<file path="src/core/rcf_pkg.sv">
package rcf_pkg;
  // ****************************************
  // stabilisation wait
  // ****************************************
  localparam int RCF_WAIT_LONG_LOG2 = 17;
  localparam int RCF_WAIT_SHORT_LOG2 = 15;
  localparam int RCF_WAIT_LONG_CYCLES = 2 ** RCF_WAIT_LONG_LOG2;
  localparam int RCF_WAIT_SHORT_CYCLES = 2 ** RCF_WAIT_SHORT_LOG2;
  localparam int RCF_CNT_W = RCF_WAIT_LONG_LOG2 + 1;
  // ****************************************
  // flag reset and set values
  // ****************************************
  localparam logic RCF_WDOG_FLAG_RST = 1'h0;
  localparam logic RCF_KEY_FLAG_RST = 1'h0;
  localparam logic RCF_FLAG_SET = 1'h1;

  typedef enum logic [1:0] {
    RCF_ST_WAIT,
    RCF_ST_RUN
  } rcf_state_t;
endpackage

</file>
<file path="src/core/rcf_reset_cause_flags.sv">
module rcf_reset_cause_flags
  import rcf_pkg::*;
#(
  parameter int WAIT_LONG_CYCLES = rcf_pkg::RCF_WAIT_LONG_CYCLES,
  parameter int WAIT_SHORT_CYCLES = rcf_pkg::RCF_WAIT_SHORT_CYCLES,
  parameter bit SHORT_WAIT = 1'b0
) (
  input wire logic i_clock,
  input wire logic i_rst,
  input wire logic i_ext_reset,
  input wire logic i_wdog_overflow,
  input wire logic i_key_return_reset,
  input wire logic i_clr_wdog_flag,
  input wire logic i_clr_key_flag,
  output logic o_watchdog_reset_flag,
  output logic o_key_return_reset_flag,
  output logic o_cpu_run
);
  // ****************************************
  // flags
  // ****************************************
  logic wdog_ff, nxt_wdog;
  logic key_ff, nxt_key;
  logic cause_reset;

  // set beats instruction clear so a reset event is never lost
  // ext reset beats set: the pin is the strongest source
  function automatic logic next_flag(
    input logic cur,
    input logic set_evt,
    input logic clr_cmd,
    input logic ext_evt,
    input logic clr_val
  );
    logic nxt;
    nxt = cur;
    if (clr_cmd) begin
      nxt = clr_val;
    end
    if (set_evt) begin
      nxt = RCF_FLAG_SET;
    end
    if (ext_evt) begin
      nxt = clr_val;
    end
    return nxt;
  endfunction

  always_comb begin
    nxt_wdog = next_flag(wdog_ff, i_wdog_overflow, i_clr_wdog_flag, i_ext_reset, RCF_WDOG_FLAG_RST);
    nxt_key = next_flag(key_ff, i_key_return_reset, i_clr_key_flag, i_ext_reset, RCF_KEY_FLAG_RST);
  end

  // i_rst is power-on: flags start clear like an external reset
  always_ff @(posedge i_clock) begin
    if (i_rst) begin
      wdog_ff <= RCF_WDOG_FLAG_RST;
      key_ff <= RCF_KEY_FLAG_RST;
    end else begin
      wdog_ff <= nxt_wdog;
      key_ff <= nxt_key;
    end
  end

  assign o_watchdog_reset_flag = wdog_ff;
  assign o_key_return_reset_flag = key_ff;
  assign cause_reset = i_ext_reset | i_wdog_overflow | i_key_return_reset;

  // ****************************************
  // stabilisation wait
  // ****************************************
  rcf_wait_timer #(
    .WAIT_LONG_CYCLES(WAIT_LONG_CYCLES),
    .WAIT_SHORT_CYCLES(WAIT_SHORT_CYCLES),
    .SHORT_WAIT(SHORT_WAIT)
  ) u_wait (
    .i_clock(i_clock),
    .i_rst(i_rst),
    .i_restart(cause_reset),
    .o_run(o_cpu_run)
  );

  // ****************************************
  // run timing model for the checks
  // ****************************************
  // independent count of clocks since the last reset source
  localparam int WAIT_N = SHORT_WAIT ? WAIT_SHORT_CYCLES : WAIT_LONG_CYCLES;
  localparam logic [RCF_CNT_W-1:0] GAP_FULL = RCF_CNT_W'(WAIT_N);
  logic [RCF_CNT_W-1:0] gap_ff, nxt_gap;

  always_comb begin
    nxt_gap = gap_ff;
    if (gap_ff != GAP_FULL) begin
      nxt_gap = gap_ff + 1'b1;
    end
    if (cause_reset) begin
      nxt_gap = '0;
    end
  end

  always_ff @(posedge i_clock) begin
    if (i_rst) begin
      gap_ff <= '0;
    end else begin
      gap_ff <= nxt_gap;
    end
  end

  // ****************************************
  // checks
  // ****************************************
  chk_wdog_set: assert property (@(posedge i_clock) disable iff (i_rst)
    i_wdog_overflow && !i_ext_reset |=> o_watchdog_reset_flag)
    else $error("watchdog flag not set");

  chk_key_set: assert property (@(posedge i_clock) disable iff (i_rst)
    i_key_return_reset && !i_ext_reset |=> o_key_return_reset_flag)
    else $error("key flag not set");

  chk_both_set: assert property (@(posedge i_clock) disable iff (i_rst)
    i_wdog_overflow && i_key_return_reset && !i_ext_reset |=> o_watchdog_reset_flag && o_key_return_reset_flag)
    else $error("simultaneous resets did not set both flags");

  chk_ext_clear: assert property (@(posedge i_clock) disable iff (i_rst)
    i_ext_reset |=> !o_watchdog_reset_flag && !o_key_return_reset_flag)
    else $error("external reset left a flag set");

  chk_wdog_hold: assert property (@(posedge i_clock) disable iff (i_rst)
    o_watchdog_reset_flag && !i_ext_reset && !i_clr_wdog_flag |=> o_watchdog_reset_flag)
    else $error("watchdog flag lost");

  chk_key_hold: assert property (@(posedge i_clock) disable iff (i_rst)
    o_key_return_reset_flag && !i_ext_reset && !i_clr_key_flag |=> o_key_return_reset_flag)
    else $error("key flag lost");

  // power-on reset counts as a clearing event
  chk_only_clears: assert property (@(posedge i_clock) disable iff (i_rst)
    $fell(o_watchdog_reset_flag) |-> $past(i_ext_reset) || $past(i_clr_wdog_flag) || $past(i_rst))
    else $error("watchdog flag cleared by other event");

  chk_key_clears: assert property (@(posedge i_clock) disable iff (i_rst)
    $fell(o_key_return_reset_flag) |-> $past(i_ext_reset) || $past(i_clr_key_flag) || $past(i_rst))
    else $error("key flag cleared by other event");

  chk_wdog_cause: assert property (@(posedge i_clock) disable iff (i_rst)
    $rose(o_watchdog_reset_flag) |-> $past(i_wdog_overflow))
    else $error("watchdog flag set without overflow");

  chk_key_cause: assert property (@(posedge i_clock) disable iff (i_rst)
    $rose(o_key_return_reset_flag) |-> $past(i_key_return_reset))
    else $error("key flag set without key reset");

  chk_wdog_own: assert property (@(posedge i_clock) disable iff (i_rst)
    i_key_return_reset && !i_wdog_overflow && !i_ext_reset && !i_clr_wdog_flag
      |=> o_watchdog_reset_flag == $past(o_watchdog_reset_flag))
    else $error("key reset disturbed watchdog flag");

  chk_key_own: assert property (@(posedge i_clock) disable iff (i_rst)
    i_wdog_overflow && !i_key_return_reset && !i_ext_reset && !i_clr_key_flag
      |=> o_key_return_reset_flag == $past(o_key_return_reset_flag))
    else $error("watchdog reset disturbed key flag");

  chk_wdog_clear: assert property (@(posedge i_clock) disable iff (i_rst)
    i_clr_wdog_flag && !i_wdog_overflow && !i_ext_reset |=> !o_watchdog_reset_flag)
    else $error("watchdog clear did not clear");

  chk_key_clear: assert property (@(posedge i_clock) disable iff (i_rst)
    i_clr_key_flag && !i_key_return_reset && !i_ext_reset |=> !o_key_return_reset_flag)
    else $error("key clear did not clear");

  chk_clr_own: assert property (@(posedge i_clock) disable iff (i_rst)
    i_clr_key_flag && !i_wdog_overflow && !i_ext_reset && !i_clr_wdog_flag
      |=> o_watchdog_reset_flag == $past(o_watchdog_reset_flag))
    else $error("key clear disturbed watchdog flag");

  chk_clr_wdog_own: assert property (@(posedge i_clock) disable iff (i_rst)
    i_clr_wdog_flag && !i_key_return_reset && !i_ext_reset && !i_clr_key_flag
      |=> o_key_return_reset_flag == $past(o_key_return_reset_flag))
    else $error("watchdog clear disturbed key flag");

  // ****************************************
  // run checks
  // ****************************************
  chk_wait_hold: assert property (@(posedge i_clock) disable iff (i_rst)
    cause_reset |=> !o_cpu_run [*8])
    else $error("run too soon after reset");

  // model restarts on every clock a reset source is high, so it counts from its release
  chk_run_timing: assert property (@(posedge i_clock) disable iff (i_rst)
    o_cpu_run == (gap_ff == GAP_FULL))
    else $error("run not at end of wait");

  chk_run_stays: assert property (@(posedge i_clock) disable iff (i_rst)
    o_cpu_run && !cause_reset |=> o_cpu_run)
    else $error("run dropped without reset");

  chk_ext_run: assert property (@(posedge i_clock) disable iff (i_rst)
    i_ext_reset |=> !o_cpu_run)
    else $error("run kept through external reset");

  chk_run_drop: assert property (@(posedge i_clock) disable iff (i_rst)
    $fell(o_cpu_run) |-> $past(cause_reset) || $past(i_rst))
    else $error("run dropped by other event");

  // ****************************************
  // coverage
  // ****************************************
  cov_wdog: cover property (@(posedge i_clock) disable iff (i_rst) $rose(o_watchdog_reset_flag));
  cov_key: cover property (@(posedge i_clock) disable iff (i_rst) $rose(o_key_return_reset_flag));
  cov_both: cover property (@(posedge i_clock) disable iff (i_rst)
    o_watchdog_reset_flag && o_key_return_reset_flag);
  cov_race: cover property (@(posedge i_clock) disable iff (i_rst)
    i_wdog_overflow && i_clr_wdog_flag);
  cov_run: cover property (@(posedge i_clock) disable iff (i_rst) $rose(o_cpu_run));
endmodule

</file>
<file path="src/core/rcf_wait_timer.sv">
module rcf_wait_timer
  import rcf_pkg::*;
#(
  parameter int WAIT_LONG_CYCLES = rcf_pkg::RCF_WAIT_LONG_CYCLES,
  parameter int WAIT_SHORT_CYCLES = rcf_pkg::RCF_WAIT_SHORT_CYCLES,
  parameter bit SHORT_WAIT = 1'b0
) (
  input wire logic i_clock,
  input wire logic i_rst,
  input wire logic i_restart,
  output logic o_run
);
  // ****************************************
  // wait counter, restarted by any reset
  // ****************************************
  localparam logic [RCF_CNT_W-1:0] WAIT_LAST = SHORT_WAIT ?
    RCF_CNT_W'(WAIT_SHORT_CYCLES - 1) : RCF_CNT_W'(WAIT_LONG_CYCLES - 1);

  rcf_state_t state_ff, nxt_state;
  logic [rcf_pkg::RCF_CNT_W-1:0] cnt_ff, nxt_cnt;
  logic run_ff, nxt_run;

  always_comb begin
    nxt_state = state_ff;
    nxt_cnt = cnt_ff;
    case (state_ff)
      RCF_ST_WAIT: begin
        if (cnt_ff == WAIT_LAST) begin
          nxt_state = RCF_ST_RUN;
        end else begin
          nxt_cnt = cnt_ff + 1'b1;
        end
      end
      RCF_ST_RUN: nxt_state = RCF_ST_RUN;
      default: nxt_state = RCF_ST_WAIT;
    endcase
    if (i_restart) begin
      nxt_state = RCF_ST_WAIT;
      nxt_cnt = '0;
    end
    nxt_run = (nxt_state == RCF_ST_RUN);
  end

  always_ff @(posedge i_clock) begin
    if (i_rst) begin
      state_ff <= RCF_ST_WAIT;
      cnt_ff <= '0;
      run_ff <= 1'b0;
    end else begin
      state_ff <= nxt_state;
      cnt_ff <= nxt_cnt;
      run_ff <= nxt_run;
    end
  end

  assign o_run = run_ff;
endmodule

</file>
<file path="config.mk">
export PLATFORM = sky130hd
export DESIGN_NAME = rcf_reset_cause_flags
export DESIGN_NICKNAME = d
export VERILOG_FILES = /design/src/core/rcf_pkg.sv /design/src/core/rcf_reset_cause_flags.sv /design/src/core/rcf_wait_timer.sv
export SDC_FILE = /design/constraint.sdc
export NUM_CORES = 1
export LEC_CHECK = 0
export ABC_AREA = 1
export BUFFER_PORTS_ARGS = -buffer_cell sky130_fd_sc_hd__buf_2
export CAP_MARGIN = 10
export CORE_MARGIN = 8
export CORE_UTILIZATION = 40
export DETAILED_ROUTE_END_ITERATION = 16
export PLACE_DENSITY = 0.59
export RECOVER_POWER = 50
export SYNTH_ARGS = -nofsm -noshare
export SYNTH_HDL_FRONTEND = slang
export SYNTH_SLANG_ARGS = --single-unit
</file>
<file path="constraint.sdc">
create_clock -name i_clock -period 5 [get_ports i_clock]
set_clock_uncertainty 0.15 [all_clocks]
set_input_delay 0.25 -clock i_clock [delete_from_list [all_inputs] [get_ports i_clock]]
set_output_delay 0.25 -clock i_clock [all_outputs]
set_load 0.005 [all_outputs]
</file>
==> metrics.txt <==
status finished, final reports clean; syn_nets 194; vias per cell 4.79; met3 WL post-DR about 130 um; first-pass GRT wire length 4610 um; multi-input logic area 729 um^2; # diodes 0; mux contribution to synthesized area 0%; Reg power frac 65.0%; register area 460 um^2; Synth Area in Adders 0.951%; post-route minimum period 2.46 ns; Root Driver clkbuf_4; Yosys warnings 0; clk buf depth 2; max_cap viols 0; highest routing layer actually used met4; Die Height 73.4 um; vias in the first global route 1047; crit-path cells ha_1, nand3_1, inv_1, nand2_1, clkinvlp_2, nand4_1, nand2_1, nand2_1, a21oi_2; Internal 0.000220 W; H-Tree Depth 1; final cycle utilization of the critical path 49.2%; main combinational cell family by area after synthesis simple AND/OR/NAND/NOR gates; final worst setup slack 2.54 ns; reg2reg setup slack approximately 2.5 ns; TritonCTS clock tree yes; Rows 21; Initial Util between 40% and 50%; 1st-iter DRT viols 37; core area roughly 0.0033 mm^2; Layout Cells excl Fill 243; CP Capture Type flop; post-route DRC violation count 0; Max transition margin approximately three fifths; Min-Delay Startpoint i_wdog_overflow; Reg-to-Reg Start u_wait.cnt_ff[0]$_SDFFE_PP0P_; final setup violation count 0; Hold Vio Cnt, Final 0; Hold EP o_watchdog_reset_flag$_SDFFE_PP0P_; switching share of power 23.1%; post-synthesis sequential area ratio a little over a third; Die X 73.4 um; die area 0.00538 mm^2; nets@finish 206; crit path max fanout 15; Synth Area in Simple Gates 40.8%; worst hold path type in -> reg; power consumption about 0.00029 W; Setup crit start kind flop; maximum VDD drop roughly 0.00012 V; DRT Pass-1 Iters 4; Mapped Cells 186; FF+latch count, synth 23; Final Wtd Congestion 0.860; clock network fraction of total power 30.4%; hold_buf cts 0; Crit path max-delay family simple AND/OR/NAND/NOR gates; arrival time of the worst setup path 2.55 ns; via count 1163; hold depth 3; clock slew at reported path FFs 0.13 ns; Global Route Usage Sum 11.0%; Critical path origin u_wait.cnt_ff[0]$_SDFFE_PP0P_; Inst Count DP 239; pwr dens 206 mW/mm^2; met2 WL 1260 um; post-placement worst setup slack 3.12 ns; compound-gate portion of the synthesized area 9.70%; number of setup buffers added after CTS 0; Routed WL approximately 2700 um; cell repeated most along the worst path nand2_1; Clock Sinks 23; met1 wire length between 1000 and 1500 um; FMAX slightly above 400 MHz; Resized cells post-CTS 0; mean post-synth cell area 7.08 um^2; unrepaired setup endpoints after global routing no; measured slew at the worst slew-check pin 0.623 ns; HPWL after DPL 2110 um; largest net degree at the start of global routing 16; worst stage delay on the critical path 0.53 ns; layout cell share with drive strength beyond 1 between 10% and 20%; Final Max Tran Viols 0; final setup TNS 0 ns; GRT overflow 0; Worst-Skew Late Latency 0.31 ns; Distinct cells, synth 27; critical setup path kind reg -> reg; post-synthesis xor/xnor area fraction about 6.0%; Logic pwr share 4.6%; Routed Antenna Nets 0; CTS buffer count 3; R2R cell count 9; synthesized cell area ~0.0013 mm^2; fillers 360; Worst EP required 5.09 ns; fin util 42.5%; Static Leak ~0.50 nW; Syn-to-layout area delta 5.32%; antenna violations before repair 0; routed len/inst 11.1 um; Buffers & Inverters on Critical Path 2; sw power 0.0000659 W; Reg-to-Reg End u_wait.cnt_ff[9]$_SDFFE_PP0P_; slowest cell on the critical path nand2_1; IO buf count 9; IO Pins 10
## area by class of cell
type / instances / share of cell area, %
Multi-Input combinational cell: 143 / 52.6
Sequential cell: 23 / 33.2
Inverter: 18 / 5.14
Tap cell: 46 / 4.15
Timing Repair Buffer: 9 / 2.98
Clock buffer: 4 / 1.90
## kinds of logic (layout without fill, tap and decap cells)
kind of cell / Yosys count / in the layout
AOI/OAI and AO/OA: 18 / 18
buffers and inverters: 20 / 31
and+or+nand+nor: 114 / 114
other: 1 / 1
DFF: 23 / 23
xor gates and xnor gates: 9 / 9
adders and majority gates: 1 / 1
## stage by stage
| stage | hold slack, ns | area (um^2) |
|---|---|---|
| 6_report | 0.0269 | 1390 |
| 5_1_grt | 0.0238 | 1390 |
| 4_1_cts | 0.0162 | 1420 |
| 3_5_place_dp | 0.304 | 1400 |
| 3_3_place_gp | 0.285 | 1400 |
| 2_1_floorplan | 0.217 | 1320 |
## cell usage after synthesis (all sizes together)
library cell	n	area share [%]
nand2	57	18
nor2	35	11
dfxtp	23	35
inv	18	5.5
a21oi	15	8.6
nand3	12	4.6
xor2	6	4.0
nand4	5	3.5
nor3	3	2.4
o21ai	3	1.1
xnor2	3	2.0
and2	1	0.48
buf	1	1.5
clkbuf	1	0.28
conb	1	0.28
ha	1	0.95
nand3b	1	0.57
## power groups by stage
stage                     registers (W)    logic, W  clock network (W)
final                          0.000186   0.0000132          0.0000867
after global routing           0.000186   0.0000149           0.000102
after floorplan                0.000190  0.00000986                  0
after detailed placement       0.000190   0.0000141                  0
after global placement         0.000190   0.0000137                  0
after CTS                      0.000186   0.0000141          0.0000906
## registers in the layout, summed over array words and instances (netlist names)
register and count:
o_watchdog_reset_flag 1, u_wait.o_run 1, u_wait.state_ff 2, u_wait.cnt_ff 18, o_key_return_reset_flag 1
## routing by layer
layer	vias up	GRT usage, %
met4	0	5.32
met5	-	0
met2	20	17.3
met3	4	2.59
li1	609	-
met1	530	13.7
## worst max-delay path by stage
stage / end / slack (ns) / depth (start not counted)
after CTS: u_wait.cnt_ff[9]$_SDFFE_PP0P_ / 3.09 / 9
after floorplan: u_wait.cnt_ff[9]$_SDFFE_PP0P_ / 3.33 / 10
after global placement: u_wait.cnt_ff[11]$_SDFFE_PP0P_ / 3.21 / 9
after global routing: u_wait.cnt_ff[9]$_SDFFE_PP0P_ / 2.28 / 9
after detailed placement: u_wait.cnt_ff[4]$_SDFFE_PP0P_ / 3.12 / 9
final: u_wait.cnt_ff[9]$_SDFFE_PP0P_ / 2.54 / 9
## worst min-delay path, cell delays in order
cell     delay (ns)
buf_2          0.09
a21oi_1        0.04
nor2_1         0.07
## placed cells by master (no fill, tap or decap)
cell and instances:
a21oi_1 5, xor2_1 6, nand3b_1 1, o21ai_0 3, xnor2_1 3, dfxtp_1 23
nor3_2 1, nor3_4 1, nand4_1 5, nand2_2 4, nand2_1 53, clkbuf_4 3
inv_4 1, inv_1 16, clkbuf_1 4, a21oi_2 10, and2_1 1, clkinvlp_2 1
nor2_1 31, nand3_1 12, conb_1 1, nor2_4 1, nor3_1 1, nor2_2 3
buf_2 6, ha_1 1
Power figures use the tool's default switching activity.
